### config.mk
export PLATFORM = sky130hd
export DESIGN_NAME = faae_top
export DESIGN_NICKNAME = d
export VERILOG_FILES = /design/src/design/faae_pkg.sv /design/src/design/faae_top.sv /design/src/design/faae_freq_gate.sv
export SDC_FILE = /design/constraint.sdc
export NUM_CORES = 1
export LEC_CHECK = 0
export ABC_CLOCK_PERIOD_IN_PS = 2100
export CAP_MARGIN = 20
export CORE_AREA = 2 2 72 74
export DETAILED_ROUTE_END_ITERATION = 8
export DIE_AREA = 0 0 74 76
export DONT_BUFFER_PORTS = 1
export HOLD_SLACK_MARGIN = 0.08
export PLACE_DENSITY = 0.67
export SYNTH_ARGS = -nofsm -noshare
export SYNTH_HDL_FRONTEND = slang
export SYNTH_HIERARCHICAL = 1
export SYNTH_SLANG_ARGS = --single-unit
### constraint.sdc
create_clock -name ref_clk_i -period 2.1 [get_ports ref_clk_i]
set_input_delay 0.42 -clock ref_clk_i [delete_from_list [all_inputs] [get_ports ref_clk_i]]
set_output_delay 0.42 -clock ref_clk_i [all_outputs]
set_load 0.01 [all_outputs]
### src/design/faae_pkg.sv
// package for the automatic action enable block: register offset, field layout, reset value
// assumes the register sits at offset zero of the interrupt/fault register group
package faae_pkg;
	localparam logic [7:0] FAAE_ACTION_OFFSET = 8'h00;
	localparam logic [31:0] FAAE_ACTION_RESET = 32'h00000000;
	localparam logic [31:0] FAAE_ACTION_WMASK = 32'h17FFFFFD;
	localparam int FAAE_BIT_CAL_TIMEOUT = 28;
	localparam int FAAE_BIT_LOADER_CRC = 26;
	localparam int FAAE_BIT_BUS_CRC = 25;
	localparam int FAAE_BIT_SIG_RELOAD = 24;
	localparam int FAAE_BIT_SIG_CHECK = 23;
	localparam int FAAE_BIT_DUAL_XTAL = 22;
	localparam int FAAE_BIT_XTAL_SWITCH = 21;
	localparam int FAAE_FREQ_LSB = 9;
	localparam int FAAE_NUM_OUTPUTS = 12;
	localparam int FAAE_ST_LSB = 7;
	localparam int FAAE_NUM_XTALS = 2;
	localparam int FAAE_BIT_PPM_ERR = 6;
	localparam int FAAE_BIT_PPM_WARN = 5;
	localparam int FAAE_LOS_LSB = 3;
	localparam int FAAE_BIT_PLL_LOL = 2;
	localparam int FAAE_BIT_SELF_TEST = 0;
endpackage

### src/design/faae_top.sv
// automatic action enable register and safe-state trigger combining
// assumes the register port below comes from the device's register decode on ref_clk_i,
// and that event and fault-enable inputs are synchronous levels from neighbouring logic
`timescale 1ns/1ps
module faae_top
	import faae_pkg::*;
#(
	parameter int NOUT = FAAE_NUM_OUTPUTS,
	parameter int NXTAL = FAAE_NUM_XTALS
)
(
	input wire logic ref_clk_i,
	input wire logic srst_i,
	input wire logic reg_wr_i,
	input wire logic reg_rd_i,
	input wire logic [7:0] reg_addr_i,
	input wire logic [31:0] reg_wdata_i,
	output logic [31:0] reg_rdata_o,
	input wire logic [31:0] fault_en_i,
	input wire logic cal_timeout_event_i,
	input wire logic loader_crc_event_i,
	input wire logic bus_crc_event_i,
	input wire logic sig_reload_event_i,
	input wire logic sig_check_event_i,
	input wire logic dual_xtal_event_i,
	input wire logic xtal_switch_event_i,
	input wire logic [NOUT-1:0] output_frequency_event_i,
	input wire logic [NXTAL-1:0] crystal_short_term_error_i,
	input wire logic ppm_err_event_i,
	input wire logic ppm_warn_event_i,
	input wire logic [NXTAL-1:0] crystal_signal_loss_event_i,
	input wire logic pll_lol_event_i,
	input wire logic self_test_event_i,
	output logic [NOUT-1:0] output_disable_o,
	output logic safe_trigger_o
);
	logic [31:0] action_r;
	logic [31:0] rdata_nxt;
	logic [31:0] hit;
	logic freq_safe;
	logic safe_nxt;
	logic [NXTAL-1:0] crystal_short_term_safe_enables;

	always_ff @(posedge ref_clk_i)
	begin
		if (srst_i)
			action_r <= FAAE_ACTION_RESET;
		else if (reg_wr_i && reg_addr_i == FAAE_ACTION_OFFSET)
			action_r <= reg_wdata_i & FAAE_ACTION_WMASK;
	end

	// reserved positions never hold a one, whatever software writes
	chk_reserved_zero: assert property (
		@(posedge ref_clk_i) disable iff (srst_i)
		(action_r & ~FAAE_ACTION_WMASK) == 32'h00000000
	)
		else $error("reserved bits set");

	chk_write_lands: assert property (
		@(posedge ref_clk_i) disable iff (srst_i)
		reg_wr_i && reg_addr_i == FAAE_ACTION_OFFSET
		|=> action_r == ($past(reg_wdata_i) & FAAE_ACTION_WMASK)
	)
		else $error("write not stored");

	// writes elsewhere in the group belong to other registers
	chk_write_ignored: assert property (
		@(posedge ref_clk_i) disable iff (srst_i)
		!(reg_wr_i && reg_addr_i == FAAE_ACTION_OFFSET)
		|=> $stable(action_r)
	)
		else $error("register changed without write");

	always_comb
	begin
		rdata_nxt = 32'h00000000;
		if (reg_addr_i == FAAE_ACTION_OFFSET)
			rdata_nxt = action_r;
	end

	// read data registered; unmapped offsets answer zero
	always_ff @(posedge ref_clk_i)
	begin
		if (srst_i)
			reg_rdata_o <= 32'h00000000;
		else if (reg_rd_i)
			reg_rdata_o <= rdata_nxt;
	end

	chk_read_value: assert property (
		@(posedge ref_clk_i) disable iff (srst_i)
		reg_rd_i && reg_addr_i == FAAE_ACTION_OFFSET
		|=> reg_rdata_o == $past(action_r)
	)
		else $error("read data wrong");

	chk_read_unmapped: assert property (
		@(posedge ref_clk_i) disable iff (srst_i)
		reg_rd_i && reg_addr_i != FAAE_ACTION_OFFSET
		|=> reg_rdata_o == 32'h00000000
	)
		else $error("unmapped read not zero");

	// software may sample late, so read data must stand until the next strobe
	chk_read_holds: assert property (
		@(posedge ref_clk_i) disable iff (srst_i)
		!reg_rd_i
		|=> $stable(reg_rdata_o)
	)
		else $error("read data moved");

	assign crystal_short_term_safe_enables = action_r[FAAE_ST_LSB +: NXTAL];

	always_comb
	begin
		hit = 32'h00000000;
		hit[FAAE_BIT_CAL_TIMEOUT] = cal_timeout_event_i;
		hit[FAAE_BIT_LOADER_CRC] = loader_crc_event_i;
		hit[FAAE_BIT_BUS_CRC] = bus_crc_event_i;
		hit[FAAE_BIT_SIG_RELOAD] = sig_reload_event_i;
		hit[FAAE_BIT_SIG_CHECK] = sig_check_event_i;
		hit[FAAE_BIT_DUAL_XTAL] = dual_xtal_event_i;
		hit[FAAE_BIT_XTAL_SWITCH] = xtal_switch_event_i;
		hit[FAAE_ST_LSB +: NXTAL] = crystal_short_term_error_i;
		hit[FAAE_BIT_PPM_ERR] = ppm_err_event_i;
		hit[FAAE_BIT_PPM_WARN] = ppm_warn_event_i;
		hit[FAAE_LOS_LSB +: NXTAL] = crystal_signal_loss_event_i;
		hit[FAAE_BIT_PLL_LOL] = pll_lol_event_i;
		hit[FAAE_BIT_SELF_TEST] = self_test_event_i;
		// freq bits handled in the gate, which also drives the disables
	end

	faae_freq_gate #(
		.N(NOUT)
	) u_freq (
		.ref_clk_i(ref_clk_i),
		.srst_i(srst_i),
		.action_en_i(action_r[FAAE_FREQ_LSB +: NOUT]),
		.fault_en_i(fault_en_i[FAAE_FREQ_LSB +: NOUT]),
		.event_i(output_frequency_event_i),
		.output_disable_o(output_disable_o),
		.safe_req_o(freq_safe)
	);

	// the action enable and the fault enable must both be set
	assign safe_nxt = (|(hit & action_r & fault_en_i)) | freq_safe;

	// registered so the safe machinery sees a glitch-free level
	always_ff @(posedge ref_clk_i)
	begin
		if (srst_i)
			safe_trigger_o <= 1'b0;
		else
			safe_trigger_o <= safe_nxt;
	end

	// one check per single-bit source: action bit, fault enable and event together
	chk_cal_timeout: assert property (
		@(posedge ref_clk_i) disable iff (srst_i)
		action_r[FAAE_BIT_CAL_TIMEOUT] && fault_en_i[FAAE_BIT_CAL_TIMEOUT] && cal_timeout_event_i
		|=> safe_trigger_o
	)
		else $error("cal timeout no safe");

	chk_loader_crc: assert property (
		@(posedge ref_clk_i) disable iff (srst_i)
		action_r[FAAE_BIT_LOADER_CRC] && fault_en_i[FAAE_BIT_LOADER_CRC] && loader_crc_event_i
		|=> safe_trigger_o
	)
		else $error("loader crc no safe");

	chk_bus_crc: assert property (
		@(posedge ref_clk_i) disable iff (srst_i)
		action_r[FAAE_BIT_BUS_CRC] && fault_en_i[FAAE_BIT_BUS_CRC] && bus_crc_event_i
		|=> safe_trigger_o
	)
		else $error("bus crc no safe");

	chk_sig_reload: assert property (
		@(posedge ref_clk_i) disable iff (srst_i)
		action_r[FAAE_BIT_SIG_RELOAD] && fault_en_i[FAAE_BIT_SIG_RELOAD] && sig_reload_event_i
		|=> safe_trigger_o
	)
		else $error("reload no safe");

	chk_sig_check: assert property (
		@(posedge ref_clk_i) disable iff (srst_i)
		action_r[FAAE_BIT_SIG_CHECK] && fault_en_i[FAAE_BIT_SIG_CHECK] && sig_check_event_i
		|=> safe_trigger_o
	)
		else $error("sig check no safe");

	chk_dual_xtal: assert property (
		@(posedge ref_clk_i) disable iff (srst_i)
		action_r[FAAE_BIT_DUAL_XTAL] && fault_en_i[FAAE_BIT_DUAL_XTAL] && dual_xtal_event_i
		|=> safe_trigger_o
	)
		else $error("dual xtal no safe");

	chk_xtal_switch: assert property (
		@(posedge ref_clk_i) disable iff (srst_i)
		action_r[FAAE_BIT_XTAL_SWITCH] && fault_en_i[FAAE_BIT_XTAL_SWITCH] && xtal_switch_event_i
		|=> safe_trigger_o
	)
		else $error("switch no safe");

	// the disable needs only the action bit; the fault enable gates just the safe request
	chk_freq_disable: assert property (
		@(posedge ref_clk_i) disable iff (srst_i)
		1'b1
		|=> output_disable_o == $past(action_r[FAAE_FREQ_LSB +: NOUT] & output_frequency_event_i)
	)
		else $error("freq disable wrong");

	chk_freq_safe: assert property (
		@(posedge ref_clk_i) disable iff (srst_i)
		|(action_r[FAAE_FREQ_LSB +: NOUT] & fault_en_i[FAAE_FREQ_LSB +: NOUT] & output_frequency_event_i)
		|=> safe_trigger_o
	)
		else $error("freq no safe");

	chk_short_term: assert property (
		@(posedge ref_clk_i) disable iff (srst_i)
		|(crystal_short_term_safe_enables & fault_en_i[FAAE_ST_LSB +: NXTAL] & crystal_short_term_error_i)
		|=> safe_trigger_o
	)
		else $error("short term no safe");

	chk_ppm_err: assert property (
		@(posedge ref_clk_i) disable iff (srst_i)
		action_r[FAAE_BIT_PPM_ERR] && fault_en_i[FAAE_BIT_PPM_ERR] && ppm_err_event_i
		|=> safe_trigger_o
	)
		else $error("ppm err no safe");

	chk_ppm_warn: assert property (
		@(posedge ref_clk_i) disable iff (srst_i)
		action_r[FAAE_BIT_PPM_WARN] && fault_en_i[FAAE_BIT_PPM_WARN] && ppm_warn_event_i
		|=> safe_trigger_o
	)
		else $error("ppm warn no safe");

	chk_signal_loss: assert property (
		@(posedge ref_clk_i) disable iff (srst_i)
		|(action_r[FAAE_LOS_LSB +: NXTAL] & fault_en_i[FAAE_LOS_LSB +: NXTAL] & crystal_signal_loss_event_i)
		|=> safe_trigger_o
	)
		else $error("los no safe");

	chk_pll_lol: assert property (
		@(posedge ref_clk_i) disable iff (srst_i)
		action_r[FAAE_BIT_PLL_LOL] && fault_en_i[FAAE_BIT_PLL_LOL] && pll_lol_event_i
		|=> safe_trigger_o
	)
		else $error("lol no safe");

	chk_self_test: assert property (
		@(posedge ref_clk_i) disable iff (srst_i)
		action_r[FAAE_BIT_SELF_TEST] && fault_en_i[FAAE_BIT_SELF_TEST] && self_test_event_i
		|=> safe_trigger_o
	)
		else $error("self test no safe");

	// the trigger is a level, not sticky: it drops as soon as no source asks
	chk_no_false_safe: assert property (
		@(posedge ref_clk_i) disable iff (srst_i)
		!safe_nxt
		|=> !safe_trigger_o
	)
		else $error("spurious safe");

	chk_fault_gate: assert property (
		@(posedge ref_clk_i) disable iff (srst_i)
		fault_en_i == 32'h00000000
		|=> !safe_trigger_o
	)
		else $error("safe without fault enable");

	chk_actions_off: assert property (
		@(posedge ref_clk_i) disable iff (srst_i)
		action_r == 32'h00000000
		|=> !safe_trigger_o && output_disable_o == {NOUT{1'b0}}
	)
		else $error("action without enable");

	// no disable clause here: this one watches the reset itself
	chk_reset_clears: assert property (
		@(posedge ref_clk_i)
		srst_i
		|=> action_r == FAAE_ACTION_RESET && reg_rdata_o == 32'h00000000
			&& !safe_trigger_o && output_disable_o == {NOUT{1'b0}}
	)
		else $error("reset left state behind");
endmodule

### src/design/faae_freq_gate.sv
// per-output frequency-event gating: direct output disable per output and one safe request ORed over all outputs
// assumes events and enables are on ref_clk_i; disable outputs are registered
`timescale 1ns/1ps
module faae_freq_gate
	import faae_pkg::*;
#(
	parameter int N = FAAE_NUM_OUTPUTS
)
(
	input wire logic ref_clk_i,
	input wire logic srst_i,
	input wire logic [N-1:0] action_en_i,
	input wire logic [N-1:0] fault_en_i,
	input wire logic [N-1:0] event_i,
	output logic [N-1:0] output_disable_o,
	output logic safe_req_o
);
	logic [N-1:0] hit;
	genvar g;
	generate
		for (g = 0; g < N; g++)
		begin : g_out
			assign hit[g] = action_en_i[g] & event_i[g] & fault_en_i[g];
			// disable holds until the event or the action bit drops; latched status lives elsewhere
			always_ff @(posedge ref_clk_i)
			begin
				if (srst_i)
					output_disable_o[g] <= 1'b0;
				else
					output_disable_o[g] <= action_en_i[g] & event_i[g];
			end
		end
	endgenerate
	assign safe_req_o = |hit;
endmodule

**After elaboration in Yosys (flattened, before gate mapping)**

Cells that the tools add are included.

- Output and inout port bits: 45
- Input bits: 103
- Bits in registers: 72
- Word-level logic and storage cells: 47

- Multiplexer cells: 1
- Bitwise operators: 27
- Reduce and logical (&&, ||, !) cells: 4

Operators with widths:

| operator | number |
|---|---|
| 29-bit by 32-bit bitwise AND with 32-bit output | 1 |
| 32-bit OR reduction | 1 |
| 29-bit bitwise AND | 1 |
| 29-bit 2-to-1 mux | 1 |
| 1-bit bitwise AND | 24 |
| 12-bit OR reduction | 1 |
| 8-bit logical NOT | 1 |
| 1-bit logical AND | 1 |
| 1-bit OR | 1 |

**Depth between registers and ports, before layout**

- Depth in word-level cells: 4
- Gate-level depth with buffers: 7
- Mapped depth without buffers: 7

**By module**

The synthesis kept the hierarchy.

Modules (own cells, without submodules):

| module | area an instance (um^2) | sequential area each (um^2) | instances | cells each |
|---|---|---|---|---|
| faae_top | 2170.8 | 1101.1 | 1 | 235 |
| faae_freq_gate | 420.4 | 240.2 | 1 | 53 |

**Worst setup path after synthesis**

Ideal clock, no wire load.

- Kind: input to register
- Start: input fault_en_i[14]
- End: register safe_trigger_o
- Setup time: 0.139 ns
- Setup slack: 0.543 ns
- Arrival time: 1.417 ns
- Buffers on the path: 0
- Cell stages on the path: 7
- Path through: nand3_1 nand4_1 or3_1 a31oi_1 nand3_1 nor3_1 a41oi_1

- Word-level cells in the longest chain between the ends: 3
- Elaborated cells between the ends (all ways): 5
- Those cells by class: bitwise (3); reduce/logical (2)

RTL lines:

| element | line | source |
|---|---|---|
| from (decl) | faae_top.sv:19 | `input wire logic [31:0] fault_en_i,` |
| 1-bit bitwise AND | faae_freq_gate.sv:23 | `assign hit[g] = action_en_i[g] & event_i[g] & fault_en_i[g];` |
| 12-bit OR reduction | faae_freq_gate.sv:34 | `assign safe_req_o = \|hit;` |
| named net freq_safe | faae_top.sv:40 | `logic freq_safe;` |
| 1-bit OR | faae_top.sv:146 | `assign safe_nxt = (\|(hit & action_r & fault_en_i)) \| freq_safe;` |
| to (signal assigned) | faae_top.sv:154 | `safe_trigger_o <= safe_nxt;` |
| to (decl) | faae_top.sv:35 | `output logic safe_trigger_o` |

The timed path passes the listed nets, and every way through them passes these cells.
A chain may end at the register's enable or synchronous reset.

**Final worst setup path**

- Start: register action_r[20]
- End: register safe_trigger_o

- Word-level cells in the longest chain between the ends: 4
- Elaborated cells between the ends (all ways): 7
- Those cells by class: bitwise (5); reduce/logical (2)

RTL lines:

| element | line | source |
|---|---|---|
| from (decl) | faae_top.sv:37 | `logic [31:0] action_r;` |
| from (signal assigned) | faae_top.sv:49 | `action_r <= reg_wdata_i & FAAE_ACTION_WMASK;` |
| 1-bit bitwise AND (2 in a row) | faae_freq_gate.sv:23 |  |
| 12-bit OR reduction | faae_freq_gate.sv:34 |  |
| named net freq_safe | faae_top.sv:40 |  |
| 1-bit OR | faae_top.sv:146 |  |

The timed path passes the listed nets, and every way through them passes these cells.

==> reports/results.txt <==
Unrepaired setup endpoints after global routing = no
Yosys warnings = 6
Synthesized area per cell = 8.997 µm²
Synth Register Bits = 67
Vias in the first global route = 1,916
Detailed-route DRC error count = 0
Vias/cell = 5.361
Grt total ovfl = 0
Hold/Removal Path Class = input port to register
Top cells by count, synth = 67 x dfxtp_1, 66 x nor2_1, 27 x a21oi_1, 27 x mux2i_1, 27 x nor2b_1
GPL Wtd Cong = 0.7480
Pwr/cell area = 844.6 mW/mm²
Final setup fails = 0
Final Max Tran Viols = 0
Register area = 0.001341 mm²
Worst-path clk slew = 0.07 ns
XOR/XNOR Fraction of Synth Area = 0%
Drt pass-1 iters = 5
Placeable core area = 0.004912 mm²
Synth area leaders = dfxtp_1 52%, mux2i_1 10%, nor2_1 9.6%, nor2b_1 6.5%, a21oi_1 5.2%
Worst-Skew Late Latency = 0.33 ns
Die area = 0.005624 mm²
Peak VDD IR = 0.3239 mV
Clock Tree Buf Depth = 2
Total CTS buffers = 9
Area Overhead vs Synth = 6.567%
CTS tree = yes
Clock root cell = clkbuf_8
Post-CTS Setup Inserts = 0
Leak Pwr = 1.238 nW
Share of the yosys chip area belonging to registers = 51.76%
Final Hold Fails = 0
Placed cell area = 0.002567 mm²
Crit end category = register
Layout Nets = 389
Crit path top cell by count = nand3_1
Initial DRC count = 92
Dpl hpwl = 3979 µm
Status = finished, final reports clean
Max-cap viol count = 0
Num Clock Sinks = 67
Share of cells above drive strength 1 = 5.862%
Initial antenna violation count = 0
Total wire length = 5680 µm
Crit share post-route = 85.54%
Post-cts gate resize count = 0
Ports = 148
Area share of the leading cell type in the synthesized netlist = 51.76%
Number of flops mapped to enable cells by yosys = 0
Fin util = 56.22%
TNS Setup = 0 ns
Final Instance Area = 0.002761 mm²
Initial Util = 52.75%
WP buf/inv = 0
WP data required = 2.28 ns
CP max-delay cell = or3_1
Main synth FF type = dfxtp_1
Multi-input gate area = 0.001116 mm²
Antenna cells = 0
Number of cell rows = 26
Mux contribution to synthesized area = 10.43%
Count leader, synth = dfxtp_1
Yosys top cell by area = dfxtp_1
Synth Area in Compound Gates = 6.615%
ANT nets after route = 0
CTS Hold Bufs = 0
FILL cells = 445
Combinational family with the most area after synthesis = simple AND/OR/NAND/NOR gates
Setup crit start kind = register
Worst path max stage delay = 0.36 ns
DR WL/cell = 15.78 µm
CP Class = register to register
PortBufs = 0
Vias = 1,930
Synth Area in Simple Gates = 25.11%
CP arrival = 1.98 ns
Htree depth = 3
Critical path's top delay family = simple AND/OR/NAND/NOR gates
Library cells used by synthesis = 21
Critical-path maximum fanout = 4
Mapped cell area = 0.002591 mm²
First-pass GRT wire length = 9094 µm
Final hold slack = 0.1514 ns
Synth Instances = 288
Post-Synth Adder-Cell Area = 0%
Async set-reset flop share out of synthesis = 0%
Total Routing Usage GR = 21.35%
Fmax = 556.7 MHz
Pin count of the biggest net entering global routing = 68
Die W = 74 µm
Worst path cell trace = nand3_1 -> nand4_1 -> or3_1 -> a31oi_1 -> nand3_1 -> nor3_1 -> a41oi_1
Min cycle time layout = 1.796 ns
Max Clock Skew = 0.007035 ns
Die Y = 76 µm
==> metal layers <==
layer	wire [µm]	track usage [%]
met1	2406	26.08
met2	2615	33.84
met3	544	6.481
met4	113	10.00
met5	0	0
==> cell type report <==
cell class,instances,share of cell area (%)
clock buffer,13,5.754
clock inverter,2,1.269
multi-input combinational,205,40.42
sequential,67,48.57
tap,70,3.172
timing repair buffer,3,0.8156
==> worst paths after layout <==
check | start | endpoint | slack [ns] | depth (start not counted)
min | srst_i | u_freq/output_disable_o[11]$_SDFF_PP0_ | 0.15 | 1
max reg2reg | action_r[20]$_SDFFE_PP0P_ | safe_trigger_o$_SDFF_PP0_ | 0.30 | 7
min reg2reg | action_r[19]$_SDFFE_PP0P_ | u_freq/output_disable_o[10]$_SDFF_PP0_ | 0.47 | 2
max | action_r[20]$_SDFFE_PP0P_ | safe_trigger_o$_SDFF_PP0_ | 0.30 | 7
==> report_power, final <==
part	internal [mW]	switching (mW)
clock network	0.606	0.443
logic	0.00480	0.00627
registers	1.27	0.000746
total	1.88	0.450
==> state kept, by name (all words and copies together), names as in the netlist <==
| register | count |
|---|---|
| reg_rdata_o | 27 |
| safe_trigger_o | 1 |
| u_freq/output_disable_o | 12 |
| action_r | 27 |
==> stage by stage <==
step | total power [mW] | std cells | setup slack [ns]
detailed placement | 1.312 | 345 | 0.2225
CTS | 2.363 | 360 | 0.2718
global route | 2.414 | 360 | 0.1480
floorplan | 1.338 | 292 | 0.5434
finish | 2.332 | 360 | 0.3037
global placement | 1.311 | 345 | 0.2268
==> worst register-to-register path, cell delays in order (launching register included) <==
cell and delay, ns:
dfxtp_1 0.34, nand3_1 0.14, nand4_1 0.11, or3_1 0.36
a31oi_1 0.19, nand3_1 0.13, nor3_1 0.24, a41oi_1 0.14
==> kinds of logic after synthesis <==
kind of cell	count (synthesis)
buffers and inverters	20
muxes	27
DFF	67
and+or+nand+nor	141
AOI/OAI and AO/OA	32
other	1
==> layout by cell type (no fill, tap or decap) <==
cell type | synthesis | routed
dfxtp_1 | 67 | 67
nor2_1 | 66 | 66
mux2i_1 | 27 | 27
nor2b_1 | 27 | 27
a21oi_1 | 27 | 27
nand3_1 | 22 | 21
nand2_1 | 15 | 15
clkbuf_8 | 0 | 11
conb_1 | 1 | 5
and3_1 | 4 | 4
a31oi_1 | 3 | 3
buf_4 | 6 | 3
nand4_1 | 3 | 3
nor4_1 | 2 | 2
clkbuf_1 | 8 | 2
nand3_2 | 0 | 1
a311oi_1 | 1 | 1
nor3_1 | 1 | 1
a41oi_1 | 1 | 1
clkinv_2 | 0 | 1
bufinv_16 | 0 | 1
or3_1 | 1 | 1
Note: power is estimated with default switching activity, not from simulation.
